File: src/shared/drive_word_pkg.sv
// Purpose: Shared types and constants for the drive command/condition word logic
// Assumes: 16-bit words, bit 0 is the least significant bit
// Notes:   Speed values are signed, 16384 stands for 100 %
package drive_word_pkg;

  localparam int WORD_W = 16;

  // Command word bit positions
  localparam int CB_PRESET_LSB = 0;
  localparam int CB_DC_BRAKE   = 2;
  localparam int CB_COAST      = 3;
  localparam int CB_QUICK_STOP = 4;
  localparam int CB_HOLD       = 5;
  localparam int CB_RAMP_STOP  = 6;
  localparam int CB_RESET      = 7;
  localparam int CB_JOG        = 8;
  localparam int CB_RAMP_SEL   = 9;
  localparam int CB_VALID      = 10;
  localparam int CB_RELAY1     = 11;
  localparam int CB_RELAY2     = 12;
  localparam int CB_SETUP_LSB  = 13;
  localparam int CB_REVERSE    = 15;

  // Condition word bit positions
  localparam int SB_CTRL_READY = 0;
  localparam int SB_DRV_READY  = 1;
  localparam int SB_ENABLE     = 2;
  localparam int SB_TRIP       = 3;
  localparam int SB_ERROR      = 4;
  localparam int SB_UNUSED     = 5;
  localparam int SB_TRIP_LOCK  = 6;
  localparam int SB_WARNING    = 7;
  localparam int SB_AT_REF     = 8;
  localparam int SB_BUS_CTRL   = 9;
  localparam int SB_FREQ_OK    = 10;
  localparam int SB_RUNNING    = 11;
  localparam int SB_AUTO_STOP  = 12;
  localparam int SB_VOLTAGE    = 13;
  localparam int SB_TORQUE     = 14;
  localparam int SB_TIMER      = 15;

  // Reset values: all-zero command word means coast and stop; coast keeps the DC brake off
  localparam logic [15:0] CMD_WORD_RST  = 16'h0000;
  localparam logic [15:0] COND_WORD_RST = 16'h0000;
  localparam logic [15:0] SPEED_RST     = 16'h0000;

  // Relative speed scaling
  localparam logic signed [15:0] SPEED_FULL_SCALE = 16'sh4000;
  localparam logic signed [15:0] SPEED_POS_MAX    = 16'sh7FFF;
  localparam logic signed [15:0] FREEZE_STEP      = 16'sh0040;

  // Source of the reverse command
  typedef enum logic [1:0] {
    REV_DIGITAL = 2'b00,
    REV_BUS     = 2'b01,
    REV_OR      = 2'b10,
    REV_AND     = 2'b11
  } rev_src_t;

  // DC brake sequence, Gray coded along idle-brake-held
  typedef enum logic [1:0] {
    BRK_IDLE = 2'b00,
    BRK_ON   = 2'b01,
    BRK_HELD = 2'b11
  } brake_state_t;

  // Commands handed to the motor-control core
  typedef struct packed {
    logic       coast;
    logic       dcBrake;
    logic       quickStop;
    logic       rampStop;
    logic       freeze;
    logic       jog;
    logic       ramp2;
    logic       relay1;
    logic       relay2;
    logic       reverse;
    logic       startPermit;
    logic       tripReset;
    logic [1:0] presetIdx;
    logic [1:0] setupIdx;
  } drive_cmd_t;

  // Conditions reported by the motor-control core
  typedef struct packed {
    logic ctrlReady;
    logic tripped;
    logic errNoTrip;
    logic tripLock;
    logic warning;
    logic startSignal;
    logic overTempStop;
    logic dcVoltOut;
    logic torqueOver;
    logic thermalOver;
    logic localRefSite;
  } drive_cond_t;

endpackage

File: src/logic/pin_sync3.sv
// Purpose: Three-stage synchroniser for pin-level inputs
// Assumes: Inputs are asynchronous to clk
// Notes:   Output follows only once stages two and three agree
`timescale 1ns/100ps
module pin_sync3 #(
  parameter int W = 1
) (
  input  wire logic         clk,
  input  wire logic         rst_n,
  input  wire logic [W-1:0] pinIn,
  output logic      [W-1:0] pinOut
);

  logic [W-1:0] stage1_q;
  logic [W-1:0] stage2_q;
  logic [W-1:0] stage3_q;

  always_ff @(posedge clk or negedge rst_n) begin
    if (!rst_n) begin
      stage1_q <= '0;
      stage2_q <= '0;
      stage3_q <= '0;
    end else begin
      stage1_q <= pinIn;
      stage2_q <= stage1_q;
      stage3_q <= stage2_q;
    end
  end

  // Accept a bit only when the two settled stages match
  always_ff @(posedge clk or negedge rst_n) begin
    if (!rst_n) begin
      pinOut <= '0;
    end else begin
      for (int i = 0; i < W; i++) begin
        if (stage2_q[i] == stage3_q[i]) begin
          pinOut[i] <= stage3_q[i];
        end
      end
    end
  end

endmodule // pin_sync3

File: src/logic/drive_control_status_word_logic.sv
// Purpose: Decode the bus command word, build the drive condition word
// Assumes: One clock; word strobe from the frame decoder is one cycle
// Notes:   Core-side inputs are on clk; digital inputs arrive from pins
// How it works
// - Bits 1:0 pick one of four presets
// - Bit 2 low brakes by DC then stops
// - Bit 3 low coasts; high permits start
// - Bit 4 low ramps down on quick ramp
// - Bit 5 low freezes output frequency
// - Frozen: only coast or brake stop
// - Bit 6 low ramp stop; high permits start
// - Trip reset only on rising bit 7
// - Bit 8 high uses jog speed
// - Bit 10 low ignores whole word
// - Bits 11, 12 drive selected relays
// - Bits 14:13 pick set-up if multi
// - Bit 15 reverses per reverse source
// - Status bits 0, 1 show readiness
// - Bits 3, 4, 6 fault severity; 5 zero
// - Bit 7 warning, bit 8 at reference
// - Bit 9 shows bus may control
// - Bits 10-12 limits, running, auto-stop
// - Bits 13-15 voltage, torque, thermal flags
// - Link loss forces condition word zero
// - Speeds are signed, 16384 equals 100%
`timescale 1ns/100ps
module drive_control_status_word_logic
  import drive_word_pkg::*;
(
  input  wire logic               clk,
  input  wire logic               rst_n,
  input  wire logic               wordStrobe,
  input  wire logic [15:0]        driveCommandWord,
  input  wire logic [15:0]        busSpeedSetpoint,
  input  wire logic [15:0]        jogSpeed,
  input  wire logic [15:0]        dcBrakeCycles,
  input  wire logic               relay1BusSel,
  input  wire logic               relay2BusSel,
  input  wire logic               multiSetup,
  input  wire rev_src_t           reverseSource,
  input  wire logic               pinSpeedUp,
  input  wire logic               pinSlowDown,
  input  wire logic               pinDcBrake,
  input  wire logic               pinCoast,
  input  wire logic               pinResetCoast,
  input  wire logic               pinReverse,
  input  wire logic               pinLocalStop,
  input  wire drive_cond_t        coreCond,
  input  wire logic signed [15:0] outputFreq,
  input  wire logic signed [15:0] motorSpeed,
  input  wire logic signed [15:0] speedLowLimit,
  input  wire logic signed [15:0] speedHighLimit,
  input  wire logic               linkLost,
  input  wire logic               commFault,
  output drive_cmd_t              driveCmd,
  output logic signed [15:0]      freqReference,
  output logic [15:0]             driveConditionWord,
  output logic signed [15:0]      actualFrequencyFeedback
);

  logic [15:0]        cmd_q;
  logic [15:0]        setpoint_q;
  logic               resetBit_q;
  logic               frozen_q;
  logic signed [15:0] hold_q;
  logic [1:0]         setup_q;
  logic               speedUpPrev_q;
  logic               slowDownPrev_q;
  logic [15:0]        brakeCnt_q;
  brake_state_t       brake_q;
  brake_state_t       brake_d;
  logic [6:0]         pins;
  logic               accept;
  logic               speedUp;
  logic               slowDown;
  logic               dinDcBrake;
  logic               dinCoast;
  logic               dinResetCoast;
  logic               dinReverse;
  logic               localStop;
  logic               coastCmd;
  logic               brakeCmd;
  logic               reverseCmd;
  logic [15:0]        cond_d;

  // Clamp a signed step so the held value never wraps
  function automatic logic signed [15:0] stepSat(
    input logic signed [15:0] val,
    input logic               up
  );
    logic signed [16:0] sum;
    sum = up ? 17'(val) + 17'(FREEZE_STEP) : 17'(val) - 17'(FREEZE_STEP);
    if (sum > 17'(SPEED_POS_MAX)) begin
      stepSat = SPEED_POS_MAX;
    end else if (sum < -17'(SPEED_POS_MAX)) begin
      stepSat = -SPEED_POS_MAX;
    end else begin
      stepSat = sum[15:0];
    end
  endfunction

  pin_sync3 #(
    .W(7)
  ) u_pins (
    .clk   (clk),
    .rst_n (rst_n),
    .pinIn ({pinLocalStop, pinReverse, pinResetCoast, pinCoast,
             pinDcBrake, pinSlowDown, pinSpeedUp}),
    .pinOut(pins)
  );

  assign speedUp       = pins[0];
  assign slowDown      = pins[1];
  assign dinDcBrake    = pins[2];
  assign dinCoast      = pins[3];
  assign dinResetCoast = pins[4];
  assign dinReverse    = pins[5];
  assign localStop     = pins[6];

  assign accept = wordStrobe && driveCommandWord[CB_VALID];

  always_ff @(posedge clk or negedge rst_n) begin
    if (!rst_n) begin
      cmd_q      <= CMD_WORD_RST;
      setpoint_q <= SPEED_RST;
    end else if (accept) begin
      cmd_q      <= driveCommandWord;
      setpoint_q <= busSpeedSetpoint;
    end
  end

  always_ff @(posedge clk or negedge rst_n) begin
    if (!rst_n) begin
      resetBit_q <= 1'b0;
    end else if (accept) begin
      resetBit_q <= driveCommandWord[CB_RESET];
    end
  end

  always_ff @(posedge clk or negedge rst_n) begin
    if (!rst_n) begin
      setup_q <= 2'h0;
    end else if (accept && multiSetup) begin
      setup_q <= driveCommandWord[CB_SETUP_LSB +: 2];
    end
  end

  assign coastCmd = !cmd_q[CB_COAST] || dinCoast || dinResetCoast;
  // DC brake from bit or pin
  assign brakeCmd = !cmd_q[CB_DC_BRAKE] || dinDcBrake;

  // brake for set time then hold stop
  always_comb begin
    brake_d = brake_q;
    case (brake_q)
      BRK_IDLE: begin
        if (brakeCmd && !coastCmd) begin
          brake_d = BRK_ON;
        end
      end
      BRK_ON: begin
        if (!brakeCmd || coastCmd) begin
          brake_d = BRK_IDLE;
        end else if (brakeCnt_q >= dcBrakeCycles) begin
          brake_d = BRK_HELD;
        end
      end
      BRK_HELD: begin
        if (!brakeCmd) begin
          brake_d = BRK_IDLE;
        end
      end
      default: brake_d = BRK_IDLE;
    endcase
  end

  always_ff @(posedge clk or negedge rst_n) begin
    if (!rst_n) begin
      brake_q    <= BRK_IDLE;
      brakeCnt_q <= 16'h0000;
    end else begin
      brake_q    <= brake_d;
      brakeCnt_q <= (brake_d == BRK_ON) ? brakeCnt_q + 16'h0001 : 16'h0000;
    end
  end

  always_ff @(posedge clk or negedge rst_n) begin
    if (!rst_n) begin
      frozen_q       <= 1'b0;
      hold_q         <= SPEED_RST;
      speedUpPrev_q  <= 1'b0;
      slowDownPrev_q <= 1'b0;
    end else begin
      speedUpPrev_q  <= speedUp;
      slowDownPrev_q <= slowDown;
      frozen_q       <= !cmd_q[CB_HOLD];
      if (cmd_q[CB_HOLD]) begin
        hold_q <= outputFreq;
      end else if (speedUp && !speedUpPrev_q) begin
        hold_q <= stepSat(hold_q, 1'b1);
      end else if (slowDown && !slowDownPrev_q) begin
        hold_q <= stepSat(hold_q, 1'b0);
      end
    end
  end

  always_comb begin
    case (reverseSource)
      REV_BUS: reverseCmd = cmd_q[CB_REVERSE];
      REV_OR:  reverseCmd = cmd_q[CB_REVERSE] || dinReverse;
      REV_AND: reverseCmd = cmd_q[CB_REVERSE] && dinReverse;
      default: reverseCmd = dinReverse;
    endcase
  end

  always_ff @(posedge clk or negedge rst_n) begin
    if (!rst_n) begin
      driveCmd      <= '0;
      freqReference <= SPEED_RST;
    end else begin
      driveCmd.coast       <= coastCmd;
      driveCmd.dcBrake     <= brake_d == BRK_ON;
      driveCmd.quickStop   <= !cmd_q[CB_QUICK_STOP] && cmd_q[CB_HOLD];
      driveCmd.rampStop    <= !cmd_q[CB_RAMP_STOP] && cmd_q[CB_HOLD];
      driveCmd.startPermit <= cmd_q[CB_RAMP_STOP] && !coastCmd
                              && brake_d == BRK_IDLE;
      driveCmd.freeze      <= frozen_q;
      driveCmd.jog         <= cmd_q[CB_JOG];
      driveCmd.ramp2       <= cmd_q[CB_RAMP_SEL];
      driveCmd.relay1      <= relay1BusSel && cmd_q[CB_RELAY1];
      driveCmd.relay2      <= relay2BusSel && cmd_q[CB_RELAY2];
      driveCmd.reverse     <= reverseCmd;
      // one pulse on rising reset bit
      driveCmd.tripReset   <= accept && driveCommandWord[CB_RESET] && !resetBit_q;
      driveCmd.presetIdx   <= cmd_q[CB_PRESET_LSB +: 2];
      driveCmd.setupIdx    <= setup_q;
      if (cmd_q[CB_JOG]) begin
        freqReference <= jogSpeed;
      end else if (frozen_q) begin
        freqReference <= hold_q;
      end else begin
        freqReference <= setpoint_q;
      end
    end
  end

  always_comb begin
    cond_d                = 16'h0000;
    cond_d[SB_CTRL_READY] = coreCond.ctrlReady && !coreCond.tripped;
    cond_d[SB_DRV_READY]  = coreCond.ctrlReady && !coreCond.tripped && coastCmd;
    cond_d[SB_ENABLE]     = !coastCmd;
    cond_d[SB_TRIP]       = coreCond.tripped;
    cond_d[SB_ERROR]      = coreCond.errNoTrip;
    cond_d[SB_UNUSED]     = 1'b0;
    cond_d[SB_TRIP_LOCK]  = coreCond.tripLock;
    cond_d[SB_WARNING]    = coreCond.warning;
    cond_d[SB_AT_REF]     = motorSpeed == freqReference;
    cond_d[SB_BUS_CTRL]   = !localStop && !coreCond.localRefSite;
    cond_d[SB_FREQ_OK]    = outputFreq > speedLowLimit && outputFreq < speedHighLimit;
    cond_d[SB_RUNNING]    = coreCond.startSignal || outputFreq != 16'sh0000;
    cond_d[SB_AUTO_STOP]  = coreCond.overTempStop && !coreCond.tripped;
    cond_d[SB_VOLTAGE]    = coreCond.dcVoltOut;
    cond_d[SB_TORQUE]     = coreCond.torqueOver;
    cond_d[SB_TIMER]      = coreCond.thermalOver;
  end

  always_ff @(posedge clk or negedge rst_n) begin
    if (!rst_n) begin
      driveConditionWord      <= COND_WORD_RST;
      actualFrequencyFeedback <= SPEED_RST;
    end else begin
      driveConditionWord      <= (linkLost || commFault) ? COND_WORD_RST : cond_d;
      actualFrequencyFeedback <= outputFreq;
    end
  end
endmodule // drive_control_status_word_logic

File: config.mk
export PLATFORM = sky130hd
export DESIGN_NAME = drive_control_status_word_logic
export DESIGN_NICKNAME = d
export VERILOG_FILES = /design/src/shared/drive_word_pkg.sv /design/src/logic/pin_sync3.sv /design/src/logic/drive_control_status_word_logic.sv
export SDC_FILE = /design/constraint.sdc
export NUM_CORES = 1
export LEC_CHECK = 0
export ABC_AREA = 1
export BUFFER_PORTS_ARGS = -buffer_cell sky130_fd_sc_hd__buf_2
export CAP_MARGIN = 5
export CORE_MARGIN = 4
export CORE_UTILIZATION = 50
export CTS_CLUSTER_SIZE = 30
export DETAILED_ROUTE_END_ITERATION = 10
export HOLD_SLACK_MARGIN = 0.05
export PLACE_DENSITY = 0.77
export SLEW_MARGIN = 20
export SYNTH_ARGS = -nofsm -noshare
export SYNTH_HDL_FRONTEND = slang
export SYNTH_HIERARCHICAL = 1
export SYNTH_SLANG_ARGS = --single-unit
File: constraint.sdc
create_clock -name clk -period 3 [get_ports clk]
set_input_delay 0.6 -clock clk [delete_from_list [all_inputs] [get_ports clk]]
set_output_delay 0.6 -clock clk [all_outputs]
set_load 0.1 [all_outputs]
**Word-level counts from Yosys, hierarchy flattened**

Index checks and enable logic that the tools add are counted.

- Add/sub/neg operators: 3
- $mul: 0
- Divide/modulo/power cells: 0
- $lt $le $gt $ge: 7
- Equality and inequality tests: 14
- Shifts and indexed selects: 0
- Multiplexer cells: 17
- Bitwise gates (word level): 0
- Reductions and logical operators: 43

Operator list:

| operator | count |
|---|---|
| 16-bit 2-to-1 mux | 11 |
| 17-bit by 16-bit greater-than comparator with 1-bit output, second input constant | 2 |
| 17-bit by 16-bit less-than comparator with 1-bit output, second input constant | 2 |
| 1-bit logical AND | 19 |
| 16-bit by 8-bit adder with 17-bit output, second input constant | 1 |
| 16-bit by 8-bit subtractor with 17-bit output, second input constant | 1 |
| 16-bit by 1-bit adder with 16-bit output, second input constant | 1 |
| 16-bit equality test | 1 |
| 16-bit >= comparator | 1 |
| 16-bit greater-than comparator | 1 |
| 16-bit less-than comparator | 1 |
| 16-bit nonzero test | 1 |
| 1-bit zero test | 13 |
| 2-bit 2-to-1 mux | 4 |
| 1-bit equality test | 7 |
| 1-bit logical OR | 7 |
| 2-bit by 1-bit equality test with 1-bit output, second input constant | 3 |
| 2-bit equality test, second input constant | 3 |
| 2-bit one-hot mux with 3 select lines | 1 |
| 2-bit zero test | 2 |
| 1-bit one-hot mux with 3 select lines | 1 |
| 3-bit nonzero test | 1 |

- Bits in registers: 164
- Latch bits: 0
- Bits in writable memories: 0
- ROM bits: 0
- Bits of input ports: 156
- Memories kept: 0

**Logic depth before layout (Yosys ltp)**

Gate-level depths: netlist (run 1).

- Word-level depth: 9
- Gate-level depth with buffers: 17
- Depth with buffers taken out: 17

**Hierarchy**

Netlist (run 1), hierarchy kept.

By module, submodules not included:

| module | instances | cells each | area an instance (sq um) | sequential area each (sq um) |
|---|---|---|---|---|
| drive_control_status_word_logic | 1 | 945 | 7370.8 | 3278.1 |
| pin_sync3 | 1 | 56 | 814.5 | 700.7 |

**Worst setup path before layout (run 1)**

Ideal clock, no wire load.

- Path kind: input-to-reg
- Start: in dcBrakeCycles[0]
- End: reg brakeCnt_q[10]
- Library setup time: 120 ps
- Arrival: 1958 ps
- Data required time: 2880 ps
- Path slack: 922 ps
- Stages on the path: 15
- Cell sequence: ha_1 -> inv_1 -> nand2_1 -> a21oi_1 -> o21ai_0 -> nand2_1 -> nand2_1 -> nand2_1 -> nand2_1 -> a21oi_1 -> o21ai_0 -> nand2_1 -> nand2_1 -> buf_2 -> nor2_1

- Cells in the longest elaborated chain, start to end: 6

RTL lines:

| element | line | RTL |
|---|---|---|
| start: declaration | drive_control_status_word_logic.sv:36 | `input wire logic [15:0] dcBrakeCycles,` |
| 16-bit >= comparator | drive_control_status_word_logic.sv:164 | `end else if (brakeCnt_q >= dcBrakeCycles) begin` |
| 2-bit 2-to-1 mux | drive_control_status_word_logic.sv:164 |  |
| 2-bit 2-to-1 mux | drive_control_status_word_logic.sv:162 | `if (!brakeCmd \|\| coastCmd) begin` |
| 2-bit one-hot mux with 3 select lines | drive_control_status_word_logic.sv:155 | `case (brake_q)` |
| 2-bit by 1-bit equality test with 1-bit output | drive_control_status_word_logic.sv:183 | `brakeCnt_q <= (brake_d == BRK_ON) ? brakeCnt_q + 16'h0001 : 16'h0000;` |
| 16-bit 2-to-1 mux | drive_control_status_word_logic.sv:183 |  |
| end signal: assignment | drive_control_status_word_logic.sv:183 |  |
| end: declaration | drive_control_status_word_logic.sv:69 | `logic [15:0] brakeCnt_q;` |

Every way passes these cells.
A chain may end at the register's enable or synchronous reset.

**Worst setup path after layout (run 1)**

- Start: reg hold_q[6]
- End: reg hold_q[6]

- Cells in the longest elaborated chain, start to end: 7

RTL lines:

| element | line | RTL |
|---|---|---|
| start: declaration | drive_control_status_word_logic.sv:65 | `logic signed [15:0] hold_q;` |
| start signal: assignment | drive_control_status_word_logic.sv:198 | `hold_q <= outputFreq;` |
| start signal: assignment | drive_control_status_word_logic.sv:200 | `hold_q <= stepSat(hold_q, 1'b1);` |
| start signal: assignment | drive_control_status_word_logic.sv:202 | `hold_q <= stepSat(hold_q, 1'b0);` |
| 16-bit by 8-bit subtractor with 17-bit output | drive_control_status_word_logic.sv:92 | `sum = up ? 17'(val) + 17'(FREEZE_STEP) : 17'(val) - 17'(FREEZE_STEP);` |
| 17-bit by 16-bit less-than comparator with 1-bit output | drive_control_status_word_logic.sv:95 | `end else if (sum < -17'(SPEED_POS_MAX)) begin` |
| 16-bit 2-to-1 mux | drive_control_status_word_logic.sv:95 |  |
| 16-bit 2-to-1 mux | drive_control_status_word_logic.sv:93 | `if (sum > 17'(SPEED_POS_MAX)) begin` |
| 16-bit 2-to-1 mux | drive_control_status_word_logic.sv:201 | `end else if (slowDown && !slowDownPrev_q) begin` |
| 16-bit 2-to-1 mux (*) | drive_control_status_word_logic.sv:199 | `end else if (speedUp && !speedUpPrev_q) begin` |
| 16-bit 2-to-1 mux (*) | drive_control_status_word_logic.sv:197 | `if (cmd_q[CB_HOLD]) begin` |

Mark *: on every way between the ends. The rest lies on a longest branch, timed or not. The select of a mux whose other input is x is not followed.

==> results, run 1 <==
- The flow ran to the end, and the final reports show no timing, DRC or antenna violations.
- Setup repair after global routing left no endpoint under its margin.
- Data arrives at the worst endpoint at 2720 ps.
- The number of hold buffers added after CTS was 0.
- The remaining max-slew budget at the tightest pin is a little over two fifths.
- After synthesis, the share of flip-flops with an asynchronous set or reset is 100%.
- The average cell area after synthesis is 8.18 sq um.
- The overall power is between 7 and 8 mW.
- The met2 usage is 36.1%.
- After synthesis, the most frequently instantiated cells are sky130_fd_sc_hd__nand2_1, sky130_fd_sc_hd__dfrtp_1, sky130_fd_sc_hd__inv_1.
- The fraction of synthesized cell area taken by the top area cell type is 48.6%.
- The clock input transition at the sequential cells of the worst setup and hold paths is 60 ps.
- The count of endpoints failing hold in the final timing report is 0.
- The overall global routing resource usage is 22.3%.
- In the global route stage, met1 resource usage came out at 30.1%.
- The detailed-route vias per instance is 4.98.
- Routability-driven placement finished with a final weighted congestion of 0.931.
- The I/O pin count is 220.
- For this run the aggregate overflow at the end of global routing stands at 0.
- The CTS H-tree depth is 4.
- At the pin with the least slew margin, the transition time is 842 ps.
- The share of final-layout standard cells stronger than drive strength 1 is 23.5%.
- The final worst setup slack is a little under 600 ps.
- The flip-flop and latch count after synthesis is 159.
- The total wire length is 20,000 um.
- Gates resized during post-CTS repair numbered 0.
- The worst register-to-register path ends at hold_q[6]$_DFFE_PN0P_.
- The number of buffers inserted by port buffering is 218.
- The HPWL after detailed placement is 15,500 um.
- The cell sitting at the root of the clock tree is a sky130_fd_sc_hd__clkbuf_16.
- Data on the critical path is required at its endpoint by 3310 ps.
- The total placed cells including tap cells is roughly 1,400.
- After synthesis, flip-flops and latches occupy 48.6% of the total area.
- From bottom edge to top edge, the die measures about 140 um.
- Once detail routing completed, the nets flagged for antenna violations numbered 0.
- The clock reaches the later pin of the worst-skew pair after roughly 420 ps.
- Of the available clock period, the critical path in the final layout requires approximately four fifths.
- The number of sinks on the clock net is around 160.
- For this run, the post-layout net count is 1,426.
- The number of core rows is 46.
- The worst register-to-register path begins at hold_q[6]$_DFFE_PN0P_.
- The detailed-route via count is 7,203.
- The number of antenna violations at the first check in global routing came to 0.
- In this run the cell area measured after placement is 9510 sq um.
- The layout has 1,421 filler cells.
- Yosys printed 6 warnings.
- The most frequently used flop master after synthesis is sky130_fd_sc_hd__dfrtp_1.
- Yosys mapped a number of flops with a built-in enable equal to 0.
- Along the worst path, the maximum fanout reaches 10.
- For flop-to-flop paths, the worst setup slack is 580 ps.
- The chip width is ~140 um.
- The average wire per cell in the routed design is 13.9 um.
- The total power divided by cell area is 736 nW/um^2.
- Timing analysis after detailed placement gives a worst setup slack of around 470 ps.
- The count of non-filler cells in the finished layout is between 1,000 and 1,500.
- The starting density of the core is 51.3%.
- The class of the tightest hold or removal check is input pin to asynchronous set/reset pin.
- The CTS tree is done.
- The netlist uses 43 different library cells.
- After clock tree synthesis, the setup repair step added 0 buffers.
- Hold timing on the final database bottoms out at a slack of 169 ps.
- The clock arrives with 9.65 ps of skew.
- Clock tree synthesis inserted a total of 17 buffers.
- The post-route setup TNS is 0 ps.
- The remaining design rule violation count is 0.
- For this run, the top clock speed supported by timing is 414 MHz.
- The total iterations of the first detailed-routing run is 5.
- In the post-synthesis netlist, the biggest area contributors are sky130_fd_sc_hd__dfrtp_1, sky130_fd_sc_hd__nand2_1, sky130_fd_sc_hd__ha_1.
- The antenna diode count is 0.
- Summing all flip-flop and latch instances after layout gives 3980 sq um.
- Setup violations remaining at the end of the flow were counted as 0.
- Entering global routing, the biggest net connects 70 pins.
- The number of maximum-capacitance constraint violations is 0.
- The area of all placed cells without fillers is ~10,000 sq um.
- The maximum clock insertion buffer count is 2.
- Summed over all instances, the cell type with the most area after synthesis is sky130_fd_sc_hd__dfrtp_1.
- The net count of the mapped netlist is 1,208.
- The final max-slew violation count is 0.
- The startpoint type of the worst setup path is a flip-flop.
- Across the VDD grid, the largest voltage drop is ~0.54 mV.
- By startpoint and endpoint, the worst setup path is classified as flip-flop to flip-flop.
- In this run the static leakage power is 5.58 nW.
- The first-pass GRT wire length is 32,900 um.
- Summing all multi-input logic gate instances after layout gives 3590 sq um.
- The dominant cell by count in the synthesized netlist is sky130_fd_sc_hd__nand2_1.
- After floorplanning, the core was sized to cover 15,900 sq um.
- The die covers 18,500 sq um.
- The synthesized instance count is 1,001.
- The worst register-to-register path has a depth of 15.
- The utilization after layout is 63.3%.
- The met3 usage in global routing is 6.07%.
- In this run the most used layer during global routing was met2.
- The minimum period implied by the final worst setup slack is 2420 ps.
- STA classifies the critical path endpoint as a flip-flop.
- The summed instance area of the synthesized netlist is approximately 8200 sq um.
- The via count of the first global-routing pass came to 6,981.
- The first routing iteration left between 400 and 500 violations.
- The layout overhead on the synthesized area is 23.3%.
kinds of logic after synthesis:
| family | Yosys count | share of synthesized area [%] |
|---|---|---|
| simple gates | 487 | 25.4 |
| flops | 159 | 48.6 |
| buf+inv | 158 | 7.51 |
| compound gates | 117 | 7.61 |
| fa+ha+maj | 51 | 7.80 |
| xor+xnor | 26 | 2.78 |
| mux | 2 | 0.275 |
| other cells | 1 | 0.0458 |
worst max-delay path by stage:
stage | from | to | slack (ps) | cells after the start
floorplan | dcBrakeCycles[0] | brakeCnt_q[10]$_DFF_PN0_ | 920 | 15
global placement | dcBrakeCycles[0] | driveCmd[14]$_DFF_PN0_ | 610 | 15
detailed placement | dcBrakeCycles[0] | brakeCnt_q[5]$_DFF_PN0_ | 470 | 15
CTS | hold_q[6]$_DFFE_PN0P_ | hold_q[6]$_DFFE_PN0P_ | 630 | 15
global route | hold_q[6]$_DFFE_PN0P_ | hold_q[1]$_DFFE_PN0P_ | 310 | 14
finish | hold_q[6]$_DFFE_PN0P_ | hold_q[6]$_DFFE_PN0P_ | 580 | 15
routing by layer:
layer | routed length [um] | vias to the layer above
met5 | 0 | -
met4 | 240 | 0
met3 | 1660 | 17
met2 | 9160 | 243
met1 | 8970 | 3340
li1 | - | 3603
placed cells by master (no fill, tap or decap), drive strengths merged, types with 2 or more instances in the layout:
cell	count
nand2	282
ha	51
nor3	10
inv	132
nor4	4
clkbuf	19
nor2	113
nand4	12
clkinv	6
o21ai	50
dfrtp	159
o211ai	2
buf	225
bufinv	3
or2	3
xor2	19
a211oi	2
nor3b	2
nand3	54
nand3b	4
a21oi	56
mux2	2
xnor2	7
a2111oi	2
state kept, by name (all words and copies together), names as in the netlist:
signal / flops
actualFrequencyFeedback: 16
brakeCnt_q: 16
driveCmd: 16
freqReference: 16
hold_q: 16
setpoint_q: 16
driveConditionWord: 15
cmd_q: 13
u_pins/pinOut: 7
u_pins/stage1_q: 7
u_pins/stage2_q: 7
u_pins/stage3_q: 7
brake_q: 2
setup_q: 2
frozen_q: 1
slowDownPrev_q: 1
speedUpPrev_q: 1
where the power goes:
| part | internal (mW) | switching [mW] | leakage (nW) |
|---|---|---|---|
| clock | 1.32 | 0.825 | 0.285 |
| combinational | 0.662 | 1.86 | 3.32 |
| sequential | 2.43 | 0.338 | 1.97 |
cell type report:
| type | instances | area share [%] |
|---|---|---|
| Sequential cell | 159 | 39.4 |
| Multi-Input combinational cell | 684 | 35.6 |
| Timing Repair Buffer | 225 | 11.6 |
| Inverter | 132 | 4.91 |
| Clock buffer | 19 | 4.39 |
| Tap cell | 216 | 2.68 |
| Clock inverter | 10 | 1.38 |
critical path, stage by stage, from the launching register on:
cell and delay (ps):
sky130_fd_sc_hd__dfrtp_1 450, sky130_fd_sc_hd__inv_2 200, sky130_fd_sc_hd__ha_1 310, sky130_fd_sc_hd__nand2_1 170
sky130_fd_sc_hd__nor2_1 150, sky130_fd_sc_hd__nand2_1 70, sky130_fd_sc_hd__nand2_1 130, sky130_fd_sc_hd__nor2_1 60
sky130_fd_sc_hd__nand4_1 140, sky130_fd_sc_hd__nand2_1 70, sky130_fd_sc_hd__nand2_1 100, sky130_fd_sc_hd__nand2_4 80
sky130_fd_sc_hd__nand2_4 130, sky130_fd_sc_hd__nand3_2 100, sky130_fd_sc_hd__nor2_1 100, sky130_fd_sc_hd__nor2_1 40
Note: power is estimated with default switching activity, not from simulation.
==> run 2, diff against run 1 <==
- ABC_AREA: 1 -> 0
- CORE_UTILIZATION: 50 -> 48
- clock period: 3 -> 2 ns (I/O delays scaled with it)
==> results, run 2 <==
- The fill cell total of the finished layout is 1,243 (was 1,421).
- The minimum period implied by the final worst setup slack was 2560 ps (was 2420 ps).
- The I/O pin count is 220 (unchanged).
- The type of the worst setup path is flip-flop to flip-flop (unchanged).
- The dominant combinational cell family by area after synthesis was simple AND/OR/NAND/NOR gates (unchanged).
- The share of flip-flops with an asynchronous set or reset is 100% (unchanged).
- The net count of the mapped netlist was 968 (was 1,208).
- The most frequently used flop master after synthesis is sky130_fd_sc_hd__dfrtp_1 (unchanged).
- The CTS H-tree depth is 4 (unchanged).
- The total iterations of the first detailed-routing run is 5 (unchanged).
- The startpoint type of the worst setup path is a flip-flop (unchanged).
- The average wire per cell in the routed design is 17.0 um (was 13.9 um).
- The half-perimeter wire length of the detailed placement result came to 16,600 um (was 15,500 um).
- The fraction of synthesized cell area taken by the top area cell type is 49.6% (was 48.6%).
- The number of core rows came to 46 (unchanged).
- The area inside the core boundary is 16,100 sq um (was 15,900 sq um).
- Most frequent cells after synthesis: sky130_fd_sc_hd__dfrtp_1, sky130_fd_sc_hd__nand2_1, sky130_fd_sc_hd__inv_1 (was sky130_fd_sc_hd__nand2_1, sky130_fd_sc_hd__dfrtp_1, sky130_fd_sc_hd__inv_1).
- The detailed-route vias per instance came to 5.31 (was 4.98).
- The cell taking the most area after synthesis is sky130_fd_sc_hd__dfrtp_1 (unchanged).
- The summed instance area of the synthesized netlist is 8010 sq um (was 8190 sq um).
- The remaining antenna violation count after routing is 0 (unchanged).
- The count of non-filler cells in the finished layout came to 1,308 (was 1,445).
- The final RePlAce weighted congestion is 0.924 (was 0.931).
- The remaining max-slew budget at the tightest pin was 63.1% (was 43.8%).
- The via count of the first global-routing pass is 7,058 (was 6,981).
- The number of enable-type register cells in the synthesized netlist is 0 (unchanged).
- The chip width was 137 um (was 136 um).
- The share of synthesized area spent on multiplexers is 6.35% (was 0.275%).
- The share of final-layout standard cells stronger than drive strength 1 was 41.9% (was 23.5%).
- The category of the worst setup path capture point is a flip-flop (unchanged).
- The number of buffers inserted during clock tree synthesis was 17 (unchanged).
- RSZ-0062 raised after global routing: yes (was no).
- The dominant cell by count in the synthesized netlist was sky130_fd_sc_hd__dfrtp_1 (was sky130_fd_sc_hd__nand2_1).
- The count of yosys warnings during synthesis came to 6 (unchanged).
- The number of cells on the worst hold path is 1.
- The compound-cell area share of the yosys netlist is 11.8% (was 7.61%).
- The area enclosed by the die boundary is 18,800 sq um (was 18,500 sq um).
- The number of sinks on the clock net is 159 (unchanged).
- The class of the tightest hold or removal check was input pin to flip-flop (was input pin to asynchronous set/reset pin).
- The maximum clock rate is 391 MHz (was 414 MHz).
- The starting density of the core is 49.7% (was 51.3%).
- The final net count is 1,284 (was 1,426).
- The number of different library cells in the post-synthesis netlist is 63 (was 43).
- The data arrival time at the worst-slack endpoint is 2870 ps (was 2720 ps).
- The maximum ir drop on the vdd rail is 0.627 mV (was 0.543 mV).
- The overall global routing resource usage was 23.8% (was 22.3%).
- The count of endpoints failing hold in the final timing report came to 0 (unchanged).
- The final setup violation count is 34 (was 0).
- The first-pass GRT wire length is 34,900 um (was 32,900 um).
- The root cell of the clock tree was sky130_fd_sc_hd__clkbuf_16 (unchanged).
- The number of antenna violations at the first check in global routing is 2 (was 0).
- The total placed cells including tap cells is 1,255 (was 1,416).
- The transition at the pin with the smallest max-transition slack is 554 ps (was 842 ps).
- The sequential cell area fraction in the yosys report came to 49.6% (was 48.6%).
- The required time at the endpoint of the critical path came to 2310 ps (was 3310 ps).
- The remaining design rule violation count is 0 (unchanged).
- The worst-case hold slack is 76.8 ps (was 169 ps).
- The clock input transition at the sequential cells of the worst setup and hold paths is 70 ps (was 60 ps).
- The maximum clock insertion buffer count is 2 (unchanged).
- The peak fanout along the critical path is 6 (was 10).
- The static leakage is 5.59 nW (was 5.58 nW).
- The synthesized instance count is 761 (was 1,001).
- The most frequent standard cell in the layout excluding fill and tap cells is sky130_fd_sc_hd__buf_2 (was sky130_fd_sc_hd__nand2_1).
- The total wire length is 22,200 um (was 20,000 um).
- The synthesized-area fraction occupied by and/or/nand/nor cells is 14.0% (was 25.4%).
- The final worst-path cycle share is 128% (was 80.5%).
- Most frequent cells in the layout: sky130_fd_sc_hd__buf_2, sky130_fd_sc_hd__dfrtp_1, sky130_fd_sc_hd__buf_4 (was sky130_fd_sc_hd__nand2_1, sky130_fd_sc_hd__buf_2, sky130_fd_sc_hd__dfrtp_1).
- The final worst setup slack is -558 ps (was 585 ps).
- The final max-slew violation count is 0 (unchanged).
- The CTS tree is done (unchanged).
- The total power divided by cell area is 1020 nW/um^2 (was 736 nW/um^2).
- The xor and xnor area share after synthesis is 4.37% (was 2.78%).
- The average cell area after synthesis came to 10.5 sq um (was 8.18 sq um).
- Result of the run: finished with violations (was complete, no violations).
- The number of maximum-capacitance constraint violations is 0 (unchanged).
- The worst clock skew is 5.72 ps (was 9.65 ps).
- The number of cells traversed by the worst register-to-register path was 7 (was 15).
- The vertical die dimension is 137 um (was 136 um).
- The number of buffers inserted by port buffering is 218 (unchanged).
- Top cells by area, synth: sky130_fd_sc_hd__dfrtp_1, sky130_fd_sc_hd__ha_1, sky130_fd_sc_hd__mux2_2 (was sky130_fd_sc_hd__dfrtp_1, sky130_fd_sc_hd__nand2_1, sky130_fd_sc_hd__ha_1).
- The final reports fail on negative setup slack.
- The layout overhead on the synthesized area came to 38.1% (was 23.3%).
- The worst-skew pair later-pin latency is 430 ps (was 420 ps).
- The flip-flop and latch count after synthesis is 159 (unchanged).
- The number of design-rule violations left by the first detailed-router iteration is 453 (was 452).
- The adder-cell share of the synthesized area is 8.95% (was 7.80%).
- The overall overflow remaining after global route was 0 (unchanged).
- The largest net degree at the start of global routing came to 66 (was 70).
- The detailed-route via count is 6,947 (was 7,203).
[run 2: layout make-up]
cell class	instances	area, sq um	area share, %
multi-input combinational	506	3870	35.0
timing repair buffer	338	2070	18.7
clock buffer	17	425	3.84
tap	216	270	2.44
antenna	2	5.00	0.0452
inverter	55	214	1.93
clock inverter	15	233	2.10
sequential	159	3980	36.0
[run 2: layer usage]
layer | wire length (um) | GRT usage [%]
met1 | 8550 | 28.5
met2 | 12000 | 41.7
met3 | 1110 | 4.27
met4 | 600 | 10.6
met5 | 0 | 0
[run 2: cell families (layout without fill, tap and decap cells)]
logic type / Yosys count / after routing
simple gates: 216 / 216
mux: 47 / 47
other cells: 1 / 3
fa+ha+maj: 58 / 58
flops: 159 / 159
compound gates: 144 / 144
xor+xnor: 40 / 40
buf+inv: 96 / 425
[run 2: final timing paths]
| kind | startpoint | to | slack (ps) |
|---|---|---|---|
| max | hold_q[3]$_DFFE_PN0P_ | hold_q[8]$_DFFE_PN0P_ | -560 |
| min | pinSpeedUp | u_pins/stage1_q[0]$_DFF_PN0_ | 80 |
| max reg2reg | hold_q[3]$_DFFE_PN0P_ | hold_q[8]$_DFFE_PN0P_ | -560 |
| min reg2reg | u_pins/stage1_q[3]$_DFF_PN0_ | u_pins/stage2_q[3]$_DFF_PN0_ | 350 |
| max in group asynchronous | rst_n | actualFrequencyFeedback[13]$_DFF_PN0_ | 860 |
| min in group asynchronous | rst_n | setup_q[1]$_DFFE_PN0P_ | 450 |
[run 2: repair_timing]
item / 4_1_cts / 5_1_grt
cloned: 1 / 0
gates resized for setup: 23 / 9
endpoints found under the hold margin: 36 / 0
pin swaps: 5 / 4
buffers inserted: 15 / 2
hold buffers: 1 / 0
setup endpoints to repair: 34 / 34
[run 2: critical path, stage by stage (launching register included)]
cell and delay (ps):
sky130_fd_sc_hd__dfrtp_1 380, sky130_fd_sc_hd__or4_4 550, sky130_fd_sc_hd__or4_4 570, sky130_fd_sc_hd__a2111oi_4 270, sky130_fd_sc_hd__buf_6 190, sky130_fd_sc_hd__nor4b_1 50
sky130_fd_sc_hd__o41ai_1 320, sky130_fd_sc_hd__a2bb2oi_1 110
[run 2: report_power, final]
group          internal [mW]  total, mW  switching (mW)
clock                   2.24       3.63            1.39
sequential              3.59       3.89           0.303
combinational           1.34       3.75            2.42
total                   7.16       11.3            4.11
[run 2: through the flow]
stage	total power, mW	area [sq um]	TNS, ps	utilization [%]	worst slack (ps)
floorplan	6.25	8160	-9500	-	-591
global placement	7.45	10100	-13760	62.7	-576
detailed placement	7.51	10100	-15610	62.7	-587
CTS	11.3	11000	-10070	68.3	-535
global route	11.8	11100	-13830	68.7	-680
finish	11.3	11100	-10340	68.7	-558
